File: config.mk
export PLATFORM = sky130hd
export DESIGN_NAME = aer_regs
export DESIGN_NICKNAME = d
export VERILOG_FILES = /design/src/core/aer_pkg.sv /design/src/core/aer_regs.sv /design/src/core/aer_log.sv
export SDC_FILE = /design/constraint.sdc
export NUM_CORES = 1
export LEC_CHECK = 0
export BUFFER_PORTS_ARGS = -buffer_cell sky130_fd_sc_hd__buf_2
export CAP_MARGIN = 40
export CORE_AREA = 10 10 170 172
export DETAILED_ROUTE_END_ITERATION = 6
export DIE_AREA = 0 0 180 182
export MAX_ROUTING_LAYER = met4
export PLACE_DENSITY = 0.77
export SKIP_CTS_REPAIR_TIMING = 1
export SLEW_MARGIN = 20
export SYNTH_ARGS = -nofsm -noshare
export SYNTH_HDL_FRONTEND = slang
export SYNTH_SLANG_ARGS = --single-unit
File: constraint.sdc
create_clock -name pclk -period 2 [get_ports pclk]
set_input_delay 0.2 -clock pclk [delete_from_list [all_inputs] [get_ports pclk]]
set_output_delay 0.2 -clock pclk [all_outputs]
set_load 0.05 [all_outputs]
File: src/core/aer_pkg.sv
// Register map, field layouts and helpers for the error reporting bank
package aer_pkg;

   // ----------------------------------------------------------------
   // Byte addresses
   // ----------------------------------------------------------------
   localparam logic [11:0] AER_UNC_STATUS_ADDR = 12'h104;
   localparam logic [11:0] AER_UNC_MASK_ADDR   = 12'h108;
   localparam logic [11:0] AER_UNC_SEV_ADDR    = 12'h10c;
   localparam logic [11:0] AER_COR_STATUS_ADDR = 12'h110;
   localparam logic [11:0] AER_COR_MASK_ADDR   = 12'h114;
   localparam logic [11:0] AER_CAP_CTRL_ADDR   = 12'h118;
   localparam logic [11:0] AER_HDR_LOG0_ADDR   = 12'h11c;
   localparam logic [11:0] AER_HDR_LOG1_ADDR   = 12'h120;
   localparam logic [11:0] AER_HDR_LOG2_ADDR   = 12'h124;
   localparam logic [11:0] AER_HDR_LOG3_ADDR   = 12'h128;
   localparam logic [11:0] AER_SEC_STATUS_ADDR = 12'h12c;
   localparam logic [11:0] AER_SEC_MASK_ADDR   = 12'h130;
   localparam logic [11:0] AER_IRQ_STATUS_ADDR = 12'h180;
   localparam logic [11:0] AER_IRQ_ENABLE_ADDR = 12'h184;

   // ----------------------------------------------------------------
   // Implemented bits and reset values
   // ----------------------------------------------------------------
   localparam logic [31:0] AER_UNC_BITS     = 32'h001f_f011;
   localparam logic [31:0] AER_SEV_RESET    = 32'h0006_2011;
   localparam logic [31:0] AER_COR_BITS     = 32'h0000_11c1;
   localparam logic [31:0] AER_SEC_BITS     = 32'h0000_3fef;
   localparam logic [31:0] AER_SEC_MASK_RST = 32'h0000_17a8;
   localparam logic [31:0] AER_ZERO         = 32'h0000_0000;

   // Capability and control field positions
   localparam int          AER_FEP_MSB      = 4;
   localparam int          AER_ECRC_GEN_CAP = 5;
   localparam int          AER_ECRC_GEN_EN  = 6;
   localparam int          AER_ECRC_CHK_CAP = 7;
   localparam int          AER_ECRC_CHK_EN  = 8;

   // Interrupt status layout
   localparam int          AER_IRQ_COR      = 0;
   localparam int          AER_IRQ_NONFATAL = 1;
   localparam int          AER_IRQ_FATAL    = 2;
   localparam int          AER_IRQ_SEC      = 3;
   localparam logic [31:0] AER_IRQ_BITS     = 32'h0000_000f;

   // ----------------------------------------------------------------
   // Helpers
   // ----------------------------------------------------------------
   // Index of the lowest set bit, zero when none is set
   function automatic logic [4:0] aer_lowest(input logic [31:0] v);
      logic [4:0] idx;
      idx = 5'h00;
      for (int i = 31; i >= 0; i--) begin
         if (v[i]) begin
            idx = 5'(i);
         end
      end
      return idx;
   endfunction

   // Write-one-to-clear update in which a new event wins over the clear
   function automatic logic [31:0] aer_w1c(input logic [31:0] cur,
                                            input logic        wr,
                                            input logic [31:0] wdata,
                                            input logic [31:0] ev,
                                            input logic [31:0] bits);
      logic [31:0] clr;
      clr = wr ? wdata : AER_ZERO;
      return ((cur & ~clr) | ev) & bits;
   endfunction

endpackage

File: src/core/aer_regs.sv
// Advanced error reporting register bank with APB slave
//
// Register access over APB was left to the implementer.
`timescale 1ns/10ps
//
// Overview of operation
// - Severity register is sticky read-write; bits 0,4,13,17,18 reset to one.
// - Severity reserved bits read zero and ignore writes.
// - Correctable status bits 0,6,7,8,12 are sticky, write one to clear.
// - Correctable mask bits sit at the same positions, reset zero.
// - Five-bit sticky read-only first error pointer, reset zero.
// - ECRC capable bits read one; ECRC enables are sticky read-write.
// - Four header log words, byte zero in the top byte, reset zero.
// - Secondary status bits 0-3,5-13 are sticky write-one-to-clear.
// - Secondary bits 0-6 encode split completion and abort errors.
// - Secondary bits 7-13 encode data, address, pin and bridge errors.
// - Secondary mask bits 3,5,7,8,9,10,12 reset to one.
// - Primary uncorrectable status and mask at severity bit positions.
module aer_regs
   import aer_pkg::*;
(
   input  wire logic         pclk,
   input  wire logic         presetn,
   input  wire logic         link_rst_n,
   input  wire logic         psel,
   input  wire logic         penable,
   input  wire logic         pwrite,
   input  wire logic [11:0]  paddr,
   input  wire logic [31:0]  pwdata,
   output logic      [31:0]  prdata,
   output logic              pready,
   output logic              pslverr,
   input  wire logic [31:0]  unc_err_det,
   input  wire logic [31:0]  cor_err_det,
   input  wire logic [31:0]  sec_err_det,
   input  wire logic [127:0] err_header,
   output logic      [31:0]  unc_severity,
   output logic              ecrc_gen_en,
   output logic              ecrc_chk_en,
   output logic              err_cor_msg,
   output logic              err_nonfatal_msg,
   output logic              err_fatal_msg,
   output logic              irq
);

   // ----------------------------------------------------------------
   // Declarations
   // ----------------------------------------------------------------
   logic [31:0] unc_status_q;
   logic [31:0] unc_mask_q;
   logic [31:0] unc_sev_q;
   logic [31:0] cor_status_q;
   logic [31:0] cor_mask_q;
   logic        ecrc_gen_en_q;
   logic        ecrc_chk_en_q;
   logic [31:0] sec_status_q;
   logic [31:0] sec_mask_q;
   logic [31:0] irq_status_q;
   logic [31:0] irq_enable_q;
   logic [31:0] prdata_q;
   logic        slverr_q;
   logic [31:0] rdata_d;
   logic        hit_d;
   logic        setup;
   logic        wr_en;
   logic [31:0] unc_ev;
   logic [31:0] cor_ev;
   logic [31:0] sec_ev;
   logic [31:0] unc_report;
   logic [31:0] cor_report;
   logic [31:0] sec_report;
   logic        unc_pending;
   logic [4:0]  first_err_ptr;
   logic [31:0] hdr_word0;
   logic [31:0] hdr_word1;
   logic [31:0] hdr_word2;
   logic [31:0] hdr_word3;
   logic [31:0] cap_ctrl;
   logic [31:0] irq_ev;

   // ----------------------------------------------------------------
   // APB handshake
   // ----------------------------------------------------------------
   assign setup   = psel && !penable;
   assign wr_en   = psel && penable && pwrite;
   assign pready  = 1'b1;
   assign prdata  = prdata_q;
   assign pslverr = psel && penable && slverr_q;

   // ----------------------------------------------------------------
   // Event qualification
   // ----------------------------------------------------------------
   assign unc_ev = unc_err_det & AER_UNC_BITS;
   assign cor_ev = cor_err_det & AER_COR_BITS;
   assign sec_ev = sec_err_det & AER_SEC_BITS;

   assign unc_report  = unc_ev & ~unc_mask_q;
   assign cor_report  = cor_ev & ~cor_mask_q;
   assign sec_report  = sec_ev & ~sec_mask_q;
   assign unc_pending = |(unc_status_q & ~unc_mask_q);

   // ----------------------------------------------------------------
   // Read decode
   // ----------------------------------------------------------------
   // capability bits read as one
   always_comb begin
      cap_ctrl                   = AER_ZERO;
      cap_ctrl[AER_FEP_MSB:0]    = first_err_ptr;
      cap_ctrl[AER_ECRC_GEN_CAP] = 1'b1;
      cap_ctrl[AER_ECRC_GEN_EN]  = ecrc_gen_en_q;
      cap_ctrl[AER_ECRC_CHK_CAP] = 1'b1;
      cap_ctrl[AER_ECRC_CHK_EN]  = ecrc_chk_en_q;
   end

   always_comb begin
      rdata_d = AER_ZERO;
      hit_d   = 1'b1;
      unique case (paddr)
         AER_UNC_STATUS_ADDR: rdata_d = unc_status_q;
         AER_UNC_MASK_ADDR:   rdata_d = unc_mask_q;
         AER_UNC_SEV_ADDR:    rdata_d = unc_sev_q & AER_UNC_BITS;
         AER_COR_STATUS_ADDR: rdata_d = cor_status_q;
         AER_COR_MASK_ADDR:   rdata_d = cor_mask_q;
         AER_CAP_CTRL_ADDR:   rdata_d = cap_ctrl;
         AER_HDR_LOG0_ADDR:   rdata_d = hdr_word0;
         AER_HDR_LOG1_ADDR:   rdata_d = hdr_word1;
         AER_HDR_LOG2_ADDR:   rdata_d = hdr_word2;
         AER_HDR_LOG3_ADDR:   rdata_d = hdr_word3;
         AER_SEC_STATUS_ADDR: rdata_d = sec_status_q;
         AER_SEC_MASK_ADDR:   rdata_d = sec_mask_q;
         AER_IRQ_STATUS_ADDR: rdata_d = irq_status_q;
         AER_IRQ_ENABLE_ADDR: rdata_d = irq_enable_q;
         default:             hit_d   = 1'b0;
      endcase
   end

   // Read data and error flag are sampled in the setup cycle
   always_ff @(posedge pclk or negedge presetn) begin
      if (!presetn) begin
         prdata_q <= AER_ZERO;
         slverr_q <= 1'b0;
      end else if (setup) begin
         prdata_q <= pwrite ? AER_ZERO : rdata_d;
         slverr_q <= !hit_d;
      end
   end

   // ----------------------------------------------------------------
   // Primary uncorrectable status, mask and severity
   // ----------------------------------------------------------------
   // primary status set over clear
   always_ff @(posedge pclk or negedge presetn) begin
      if (!presetn) begin
         unc_status_q <= AER_ZERO;
      end else begin
         unc_status_q <= aer_w1c(unc_status_q,
                                 wr_en && paddr == AER_UNC_STATUS_ADDR,
                                 pwdata, unc_ev, AER_UNC_BITS);
      end
   end

   always_ff @(posedge pclk or negedge presetn) begin
      if (!presetn) begin
         unc_mask_q <= AER_ZERO;
      end else if (wr_en && paddr == AER_UNC_MASK_ADDR) begin
         unc_mask_q <= pwdata & AER_UNC_BITS;
      end
   end

   always_ff @(posedge pclk or negedge presetn) begin
      if (!presetn) begin
         unc_sev_q <= AER_SEV_RESET;
      end else if (wr_en && paddr == AER_UNC_SEV_ADDR) begin
         unc_sev_q <= pwdata & AER_UNC_BITS;
      end
   end

   assign unc_severity = unc_sev_q;

   // ----------------------------------------------------------------
   // Correctable status and mask
   // ----------------------------------------------------------------
   // correctable status set over clear
   always_ff @(posedge pclk or negedge presetn) begin
      if (!presetn) begin
         cor_status_q <= AER_ZERO;
      end else begin
         cor_status_q <= aer_w1c(cor_status_q,
                                 wr_en && paddr == AER_COR_STATUS_ADDR,
                                 pwdata, cor_ev, AER_COR_BITS);
      end
   end

   always_ff @(posedge pclk or negedge presetn) begin
      if (!presetn) begin
         cor_mask_q <= AER_ZERO;
      end else if (wr_en && paddr == AER_COR_MASK_ADDR) begin
         cor_mask_q <= pwdata & AER_COR_BITS;
      end
   end

   // ----------------------------------------------------------------
   // ECRC enables
   // ----------------------------------------------------------------
   // sticky ECRC enables
   always_ff @(posedge pclk or negedge presetn) begin
      if (!presetn) begin
         ecrc_gen_en_q <= 1'b0;
         ecrc_chk_en_q <= 1'b0;
      end else if (wr_en && paddr == AER_CAP_CTRL_ADDR) begin
         ecrc_gen_en_q <= pwdata[AER_ECRC_GEN_EN];
         ecrc_chk_en_q <= pwdata[AER_ECRC_CHK_EN];
      end
   end

   assign ecrc_gen_en = ecrc_gen_en_q;
   assign ecrc_chk_en = ecrc_chk_en_q;

   // ----------------------------------------------------------------
   // Secondary status and mask
   // ----------------------------------------------------------------
   // secondary status bits
   always_ff @(posedge pclk or negedge presetn) begin
      if (!presetn) begin
         sec_status_q <= AER_ZERO;
      end else begin
         sec_status_q <= aer_w1c(sec_status_q,
                                 wr_en && paddr == AER_SEC_STATUS_ADDR,
                                 pwdata, sec_ev, AER_SEC_BITS);
      end
   end

   always_ff @(posedge pclk or negedge presetn) begin
      if (!presetn) begin
         sec_mask_q <= AER_SEC_MASK_RST;
      end else if (wr_en && paddr == AER_SEC_MASK_ADDR) begin
         sec_mask_q <= pwdata & AER_SEC_BITS;
      end
   end

   // ----------------------------------------------------------------
   // First error pointer and header log
   // ----------------------------------------------------------------
   aer_log u_log (
      .pclk          (pclk),
      .presetn       (presetn),
      .unc_event     (unc_report),
      .unc_pending   (unc_pending),
      .err_header    (err_header),
      .first_err_ptr (first_err_ptr),
      .hdr_word0     (hdr_word0),
      .hdr_word1     (hdr_word1),
      .hdr_word2     (hdr_word2),
      .hdr_word3     (hdr_word3)
   );

   // ----------------------------------------------------------------
   // Error messages
   // ----------------------------------------------------------------
   // unmasked errors reported
   always_ff @(posedge pclk or negedge presetn) begin
      if (!presetn) begin
         err_cor_msg      <= 1'b0;
         err_nonfatal_msg <= 1'b0;
         err_fatal_msg    <= 1'b0;
      end else begin
         err_cor_msg      <= |cor_report;
         err_nonfatal_msg <= |(unc_report & ~unc_sev_q);
         err_fatal_msg    <= |(unc_report & unc_sev_q);
      end
   end

   // ----------------------------------------------------------------
   // Interrupt status and enable
   // ----------------------------------------------------------------
   always_comb begin
      irq_ev                   = AER_ZERO;
      irq_ev[AER_IRQ_COR]      = err_cor_msg;
      irq_ev[AER_IRQ_NONFATAL] = err_nonfatal_msg;
      irq_ev[AER_IRQ_FATAL]    = err_fatal_msg;
      irq_ev[AER_IRQ_SEC]      = |sec_report;
   end

   always_ff @(posedge pclk or negedge presetn) begin
      if (!presetn) begin
         irq_status_q <= AER_ZERO;
      end else if (!link_rst_n) begin
         irq_status_q <= AER_ZERO;
      end else begin
         irq_status_q <= aer_w1c(irq_status_q,
                                 wr_en && paddr == AER_IRQ_STATUS_ADDR,
                                 pwdata, irq_ev, AER_IRQ_BITS);
      end
   end

   always_ff @(posedge pclk or negedge presetn) begin
      if (!presetn) begin
         irq_enable_q <= AER_ZERO;
      end else if (!link_rst_n) begin
         irq_enable_q <= AER_ZERO;
      end else if (wr_en && paddr == AER_IRQ_ENABLE_ADDR) begin
         irq_enable_q <= pwdata & AER_IRQ_BITS;
      end
   end

   assign irq = |(irq_status_q & irq_enable_q);
endmodule

File: src/core/aer_log.sv
// First error pointer and header log capture
`timescale 1ns/10ps
module aer_log
   import aer_pkg::*;
(
   input  wire logic         pclk,
   input  wire logic         presetn,
   input  wire logic [31:0]  unc_event,
   input  wire logic         unc_pending,
   input  wire logic [127:0] err_header,
   output logic      [4:0]   first_err_ptr,
   output logic      [31:0]  hdr_word0,
   output logic      [31:0]  hdr_word1,
   output logic      [31:0]  hdr_word2,
   output logic      [31:0]  hdr_word3
);

   logic capture;

   // Only the first unmasked error while none is pending is logged
   assign capture = (|unc_event) && !unc_pending;

   // ----------------------------------------------------------------
   // Capture registers, cleared only by power-on reset
   // ----------------------------------------------------------------
   // pointer to first error
   always_ff @(posedge pclk or negedge presetn) begin
      if (!presetn) begin
         first_err_ptr <= 5'h00;
      end else if (capture) begin
         first_err_ptr <= aer_lowest(unc_event);
      end
   end

   always_ff @(posedge pclk or negedge presetn) begin
      if (!presetn) begin
         hdr_word0 <= AER_ZERO;
         hdr_word1 <= AER_ZERO;
         hdr_word2 <= AER_ZERO;
         hdr_word3 <= AER_ZERO;
      end else if (capture) begin
         hdr_word0 <= err_header[127:96];
         hdr_word1 <= err_header[95:64];
         hdr_word2 <= err_header[63:32];
         hdr_word3 <= err_header[31:0];
      end
   end
endmodule

---- Word-level counts from Yosys, hierarchy flattened ----
Index checks and enable logic that the tools add are counted.
word-level totals
  register bits ........................... 276
  word-level logic and storage cells ...... 127
operators by class
  eq/ne operators ......................... 15
  multiplexer cells ....................... 42
  bitwise operators ....................... 23
  reduce and logical (&&, ||, !) cells .... 26
operators by type and width
  cell                                                              number
  32-bit case mux with 14 select lines                              1
  32-bit OR reduction                                               7
  12-bit by 9-bit == test with 1-bit output, second input constant  14
  5-bit 2-to-1 mux                                                  32
  32-bit 2-to-1 mux                                                 3
  21-bit by 32-bit AND with 32-bit output                           2
  21-bit inverter with 32-bit output                                2
  13-bit by 32-bit AND with 32-bit output                           1
  14-bit by 32-bit AND with 32-bit output                           1
  32-bit by 21-bit AND with 32-bit output                           1
  32-bit AND                                                        1
  4-bit by 32-bit AND with 32-bit output                            1
  13-bit inverter with 32-bit output                                1
  14-bit inverter with 32-bit output                                1
  21-bit AND                                                        1
  21-bit 2-to-1 mux                                                 1
  21-bit inverter                                                   1
  21-bit OR                                                         1
  1-bit logical AND                                                 15
  14-bit AND                                                        1
  14-bit 2-to-1 mux                                                 1
  14-bit inverter                                                   1
  14-bit OR                                                         1
  14-bit OR reduction                                               1
  11 further kinds                                                  14

---- Logic depth before layout (Yosys ltp) ----
Gate-level depths: netlist of the first run.
  depth in word-level cells ............... 34
  gate-level depth with buffers ........... 9

---- Modules after synthesis ----
Synthesis of the first run repeated with hierarchy kept, for this count alone.
second synthesis, totals
  cells, all modules ...................... 1075
  area total of the unflattened synthesis .. 12306.8 um^2
by module, submodules not included
  module    times used  cells each  area each (um^2)  seq. area each (um^2)
  aer_regs  1           724         6966.7            2892.8
  aer_log   1           351         5340.1            3328.2

---- Worst setup path after synthesis of the first run ----
No wires, ideal clock.
  path type ............................... reg-to-reg
  start ................................... reg unc_status_q[12]
  end ..................................... reg u_log.hdr_word2[13]
  setup time .............................. 125 ps
  arrival time ............................ 2040 ps
  slack ................................... -165 ps
  cell stages (with the launch flop) ...... 8
  buffers on the path ..................... 2
  cell sequence ........................... dfrtp_1 nor2b_1 a2111oi_0 o2111ai_1 nor3_2 buf_4 buf_6 mux2_2
on the way
  word-level cells in the longest chain between the ends .. 4
ends and longest elaborated chain
  item                                     line             text
  start: declaration                       aer_regs.sv:49   logic [31:0] unc_status_q;
  start signal: assignment                 aer_regs.sv:156  unc_status_q <= aer_w1c(unc_status_q,
  21-bit by 32-bit AND with 32-bit output  aer_regs.sv:100  assign unc_pending = |(unc_status_q & ~unc_mask_q);
  32-bit OR reduction                      aer_regs.sv:100
  1-bit logical NOT                        aer_log.sv:21    assign capture = (|unc_event) && !unc_pending;
  1-bit logical AND                        aer_log.sv:21
  end signal: assignment                   aer_log.sv:44    hdr_word2 <= err_header[63:32];
  end: declaration                         aer_log.sv:14    output logic [31:0] hdr_word2,
Every way passes these cells.
A chain may end at the register's enable or synchronous reset.

---- Worst setup path in the final report of the first run ----
  start ................................... reg unc_status_q[12]
  end ..................................... reg u_log.hdr_word1[20]
on the way
  word-level cells in the longest chain between the ends .. 4
ends and longest elaborated chain
  item                                     line             text
  21-bit by 32-bit AND with 32-bit output  aer_regs.sv:100
  32-bit OR reduction                      aer_regs.sv:100
  1-bit logical NOT                        aer_log.sv:21
  1-bit logical AND                        aer_log.sv:21
  end signal: assignment                   aer_log.sv:43    hdr_word1 <= err_header[95:64];
  end: declaration                         aer_log.sv:13    output logic [31:0] hdr_word1,
Every way passes these cells.

==> results of run 1 <==
placed cells by master, fill, tap and decap left out, types with 10 or more instances in the layout:
master	count
a21o_1	30
a221oi_1	20
a22o_1	21
a22oi_1	23
buf_12	13
buf_2	244
buf_4	132
clkbuf_16	38
conb_1	22
dfrtp_1	234
dfstp_2	12
dlygate4sd3_1	176
inv_1	28
mux2_2	83
mux2_4	107
mux2i_1	20
nand2_1	82
nand2b_1	11
nand3_1	13
nand4_1	10
nor2_1	24
nor2b_1	23
nor3_1	11
o21ai_0	37
cell families (layout without fill, tap and decap cells):
group / count (synthesis) / after routing / synth area share [%]
flip-flops: 248 / 248 / 51.5
AND/OR/NAND/NOR: 222 / 222 / 10.4
multiplexers: 215 / 215 / 20.0
AO/OA/AOI/OAI: 210 / 210 / 12.9
buffers and inverters: 109 / 670 / 5.12
other: 2 / 30 / 0.0621
state kept, by name, indices dropped and copies added, names as in the netlist, 4 cells and up:
name and cells:
prdata 32, u_log.hdr_word0 32, u_log.hdr_word1 32, u_log.hdr_word2 32, u_log.hdr_word3 32, sec_mask_q 13, sec_status_q 13, unc_mask_q 11
unc_severity 11, unc_status_q 11, cor_mask_q 5, cor_status_q 5, u_log.first_err_ptr 5, irq_enable_q 4, irq_status_q 4
cells in the mapped netlist, types with 5 or more instances:
cell type / n
a22o_1: 21
a32oi_1: 9
clkbuf_1: 17
nor4_1: 9
buf_4: 29
inv_1: 28
mux2_2: 177
nand2_1: 82
buf_2: 21
dfstp_2: 12
nand2b_1: 12
a221oi_1: 20
nor2b_1: 24
a22oi_1: 23
nor2_1: 24
mux2_1: 16
a21oi_1: 8
nor3_1: 11
o22ai_1: 5
o21ai_0: 37
dfrtp_1: 236
nand4_1: 10
a21boi_0: 5
a21o_1: 30
mux2i_1: 20
buf_6: 10
a222oi_1: 6
nand3_1: 13
area by class of cell:
| cell class | instances | area [sq um] |
|---|---|---|
| Clock inverter | 12 | 179 |
| Clock buffer | 38 | 737 |
| Antenna cell | 8 | 20.0 |
| Inverter | 28 | 105 |
| Sequential cell | 248 | 6220 |
| Timing Repair Buffer | 592 | 4800 |
| Multi-Input combinational cell | 669 | 5790 |
| Tap cell | 335 | 419 |
| Fill cell | 1713 | 7340 |
tightest hold or removal path, delay by kind of cell:
kind            cells  cell delay, ps
buf+inv             1             140
compound gates      1             100
simple gates        1              60
layer usage:
| metal | part of all wire (%) | vias up | global-route usage [%] | wire, microns |
|---|---|---|---|---|
| li1 | - | 4824 | - | - |
| met1 | 38 | 5599 | 29.6 | 18800 |
| met2 | 49 | 672 | 40.7 | 23900 |
| met3 | 7.9 | 174 | 5.63 | 3870 |
| met4 | 5.2 | 0 | 9.49 | 2540 |
| met5 | 0 | - | - | 0 |
power groups by stage:
stage	Sequential [mW]	Clock [mW]	Combinational (mW)
floorplan	5.31	0	0.502
global placement	5.33	0	1.05
detailed placement	5.34	0	1.06
CTS	5.25	5.24	1.07
global route	5.28	5.46	1.55
finish	5.27	5.23	1.46
through the flow:
stage	setup WS, ps	utilization, %
2_1_floorplan	-79.2	-
3_3_place_gp	-202	57.1
3_5_place_dp	-262	57.1
4_1_cts	-287	60.7
5_1_grt	-404	71.3
6_report	-325	71.3
worst max path at each step:
stage | endpoint | from | slack [ps] | cells after the start
finish | u_log.hdr_word1[20]$_DFFE_PN0P_ | unc_status_q[12]$_DFF_PN0_ | -330 | 8
global route | u_log.hdr_word1[20]$_DFFE_PN0P_ | unc_status_q[12]$_DFF_PN0_ | -400 | 8
CTS | u_log.hdr_word0[12]$_DFFE_PN0P_ | unc_mask_q[14]$_DFFE_PN0P_ | -290 | 6
detailed placement | u_log.hdr_word0[12]$_DFFE_PN0P_ | unc_status_q[14]$_DFF_PN0_ | -260 | 6
global placement | u_log.hdr_word1[0]$_DFFE_PN0P_ | unc_mask_q[14]$_DFFE_PN0P_ | -200 | 6
floorplan | u_log.hdr_word2[13]$_DFFE_PN0P_ | unc_status_q[14]$_DFF_PN0_ | -80 | 7
==> flow_summary.yaml, run 1 <==
run_status:
  outcome: "finished with violations"
  violations: "negative setup slack"
sta:
  fmax_ghz: 0.430
  setup_viol: 134
  tightest_slew_ps: 650
  finalClockSkew_ps: 9.10
  min_period_ps: 2330
  period_share_pct: 116
  grt_setup_unrepaired: "yes"
  whs_ps: 0.701
  slew_viol_final: 0
  hold_violations: 0
  setup_ws_ps: -325
  final.setup.tns_ps: -34200
  relSlewSlack_pct: 55.5
detailed_routing:
  wl_per_cell_microns: 25.4
  vias_per_cell: 5.84
  drc: 0
  drt_iter0_markers: 1191
  ant_nets: 0
  firstDrtPassIters: 5
  vias: 11269
  wl_microns: 49100
synth:
  synth_top_cell_by_area: "dfrtp_1"
  syn_inst: 1006
  ys_types: 73
  synth.top_cell.area_share_pct: 48.8
  ys_warn_count: 0
  syn_area_sq_mm: 0.0121
  ys_seq_area_share_pct: 51.5
  async_flop_share_pct: 100
  synthTopCellsByArea: "dfrtp_1 49%, mux2_2 16%, dfstp_2 2.6%"
  synth_ff_type: "dfrtp_1"
  ys_seq_elements: 248
  synth_edf_count: 0
  avgSynthCellArea_sq_um: 12.0
layout:
  design_area_sq_mm: 0.0183
  instances_no_fill: 1930
  nets: 1840
  drive_above_1_share_pct: 43.2
  areaGrowthSynthToFinish_pct: 51.2
worst_setup_path:
  critPathTopFamily: "compound AO/OA/AOI/OAI gates"
  worstSetupEndpointType: "flip-flop"
  slowest_stage: "dfrtp_1"
  path_cells: "nor2b_4, a2111oi_4, o2111ai_2, nor3_4, buf_12, clkbuf_16, buf_6, mux2_2"
  cp.required_ps: 2430
  worstSetupPathType: "flip-flop to flip-flop"
  crit_buf_inv: 3
  crit_fanout: 7
  critical_path_arrival_ps: 2750
  rr_startpoint: "unc_status_q[12]$_DFF_PN0_"
  worst_setup_path_start_kind: "flip-flop"
  rrSetupSlack_ps: -330
  slowest_delay_ps: 380
  reg2reg_to: "u_log.hdr_word1[20]$_DFFE_PN0P_"
  r2r_cells: 8
grt:
  grt_overflow: 0
  track_usage_pct: 24.9
  grt_max_degree: 57
  antenna_found_initial: 8
  grt_pass1_vias: 10690
  grt_pass1_wl_microns: 62600
placed_design:
  place.gp.congestion: 0.971
  port_buffers: 245
  hpwlAfterDp_microns: 32000
  dpl-instance-area_sq_mm: 0.0146
  place_inst: 1673
clock_network:
  clk_pin_slew_worst_paths_ps: 70
  worstSkewPairLatency_ps: 540
  cts.sink_count: 248
  htree_levels: 1
  root_buffer: "clkbuf_16"
  cts_buffer_depth: 3
  cts_buffers: 27
  cts_tree: "yes"
pwr:
  power_density_mw_per_mm2: 654
  p_switching_mw: 2.94
  swShare_pct: 24.6
  power.total_mw: 12.0
  p_leak_nw: 8.27
  p_seq_share_pct: 44.1
  power.internal_mw: 9.01
  clkPwrFrac_pct: 43.7
  p_comb_share_pct: 12.2
  vdd_ir_drop_max_v: 0.000609
die:
  die_area_sq_mm: 0.0328
  rows: 59
  core_sq_mm: 0.0256
  die_h_microns: 182
  top_level_ports: 346
  start_util_pct: 47.2
  fp.dieW_microns: 180
hold_path:
  hold_depth: 3
  hold_class: "input port to flip-flop"
  hold_path_end: "sec_status_q[2]$_DFF_PN0_"
  min_from: "pwdata[2]"
flow_run:
  max_cap_viol_count: 0
Note: power is estimated with default switching activity, not from simulation.
==> inputs of run 2 (changes only) <==
BUFFER_PORTS_ARGS = default   (was -buffer_cell sky130_fd_sc_hd__buf_2)
CORE_AREA = 10 10 156 158   (was 10 10 170 172)
DIE_AREA = 0 0 166 168   (was 0 0 180 182)
DONT_BUFFER_PORTS = 1   (was default)
PLACE_DENSITY = 0.75   (was 0.77)
SKIP_CTS_REPAIR_TIMING = default   (was 1)
==> flow_summary.yaml, run 2 (synthesis gave the netlist of run 1 again) <==
detailed_routing:
  drt_iter0_markers: 1293
  vias: 10247
  wl_microns: 46000
  wl_per_cell_microns: 28.8
  drc: 5
  ant_nets: 0
  vias_per_cell: 6.41
  firstDrtPassIters: 7
worst_setup_path:
  worst_setup_path_start_kind: "flip-flop"
  path_cells: "nor2b_4, a2111oi_2, buf_4, o2111ai_4, nor3_4, buf_12, clkbuf_16, mux2_2"
  worstSetupEndpointType: "flip-flop"
  critPathTopFamily: "buffers and inverters"
  slowest_delay_ps: 390
  crit_fanout: 9
  slowest_stage: "dfrtp_1"
  cp.required_ps: 2420
  crit_buf_inv: 3
  critical_path_arrival_ps: 2690
  worstSetupPathType: "flip-flop to flip-flop"
pwr:
  vdd_ir_drop_max_v: 0.000657
  p_leak_nw: 6.97
  power_density_mw_per_mm2: 682
grt:
  track_usage_pct: 31.5
  grt_max_degree: 249
  grt_pass1_vias: 10896
  antenna_found_initial: 5
  grt_overflow: 0
  grt_pass1_wl_microns: 67200
layout:
  filler_cell_count: 1234
  areaGrowthSynthToFinish_pct: 38.1
  final_common_cell: "dfrtp_1"
  multi_input_area_sq_mm: 0.00581
  final_cell_mix: "236 x dfrtp_1, 213 x dlygate4sd3_1, 109 x mux2_4"
  drive_above_1_share_pct: 28.8
  nets: 1570
  regArea_sq_mm: 0.00622
die:
  die_h_microns: 168
  fp.dieW_microns: 166
  core_sq_mm: 0.0214
  top_level_ports: 346
  die_area_sq_mm: 0.0279
  start_util_pct: 56.4
  rows: 54
sta:
  finalClockSkew_ps: 11.3
  whs_ps: -632
  grt_setup_unrepaired: "yes"
  slew_viol_final: 0
  fmax_ghz: 0.440
  period_share_pct: 114
  relSlewSlack_pct: 44.9
  setup_viol: 133
  final.setup.tns_ps: -29100
  setup_ws_ps: -271
  hold_violations: 248
  tightest_slew_ps: 825
  min_period_ps: 2270
clock_network:
  cts_tree: "yes"
  htree_levels: 1
  cts_buffer_depth: 3
  cts_buffers: 27
  clk_pin_slew_worst_paths_ps: 70
  worstSkewPairLatency_ps: 530
  root_buffer: "clkbuf_16"
  cts.sink_count: 248
run_status:
  outcome: "finished with violations"
  violations: "design-rule violations, negative hold slack, negative setup slack"
flow_run:
  max_cap_viol_count: 0
hold_path:
  hold_class: "input port to async pin"
placed_design:
  hpwlAfterDp_microns: 28000
  port_buffers: 0
  place.gp.congestion: 0.958
run 2: cell types whose count changed in the layout (fill, tap and decap cells not counted), sizes merged:
cell | before | now
inv | 29 | 30
buf | 405 | 105
clkinvlp | 3 | 1
clkbuf | 49 | 43
clkinv | 4 | 2
dlygate4sd3 | 176 | 213
bufinv | 4 | 3
diode | 8 | 5
run 2: area by class of cell:
class                   count  area share [%]
flip-flops and latches    248            37.3
repair buffers            322            19.7
inverters                  28           0.630
clock inverters             8           0.750
clock buffers              39            4.62
multi-input cells         669            34.8
well taps                 280            2.10
diodes                      5          0.0750
run 2: metrics by stage:
stage               instances  cell area (sq um)  total power, mW  setup WS, ps  utilization (%)
CTS                      1584              16100             11.3          -257             75.3
finish                   1599              16700             11.4          -271             77.9
detailed placement       1319              12900             5.88          -258             60.1
floorplan                1026              12200             5.81         -79.2                -
global placement         1319              12900             5.86          -377             60.1
global route             1599              16700             11.7          -293             77.9
run 2: final timing paths:
path | startpoint | to | cells after the start | slack, ps
worst max-delay path | unc_status_q[12]$_DFF_PN0_ | u_log.hdr_word2[27]$_DFFE_PN0P_ | 8 | -270
worst min-delay path | presetn | prdata[25]$_DFFE_PN0P_ | 0 | -630
worst max register to register | unc_status_q[12]$_DFF_PN0_ | u_log.hdr_word2[27]$_DFFE_PN0P_ | 8 | -270
worst min register to register | u_log.hdr_word1[29]$_DFFE_PN0P_ | u_log.hdr_word1[29]$_DFFE_PN0P_ | 1 | 500
max in group asynchronous | presetn | u_log.hdr_word2[19]$_DFFE_PN0P_ | 0 | 1960
min in group pclk | unc_err_det[16] | err_nonfatal_msg$_DFF_PN0_ | 2 | 10
run 2: where the power goes:
part	total [mW]	leakage (nW)	internal, mW	switching [mW]
Clock	5.11	0.436	3.05	2.06
Combinational	0.992	3.61	0.560	0.432
Sequential	5.28	2.93	5.17	0.112
Total	11.4	6.97	8.78	2.60
run 2: repair_timing:
action,CTS,global route
buffers inserted,3,5
endpoints found under the hold margin,461,249
pin swaps,2,6
endpoints found under the setup margin,133,137
resized for setup,30,109
hold buffers,212,1
gates cloned,3,5
run 2: per-layer routing:
layer	global-route usage [%]	vias up	wire length [microns]
met5	-	-	0
li1	-	4267	-
met3	8.08	201	4220
met4	15.2	0	2620
met1	35.9	5114	16300
met2	51.2	665	22900
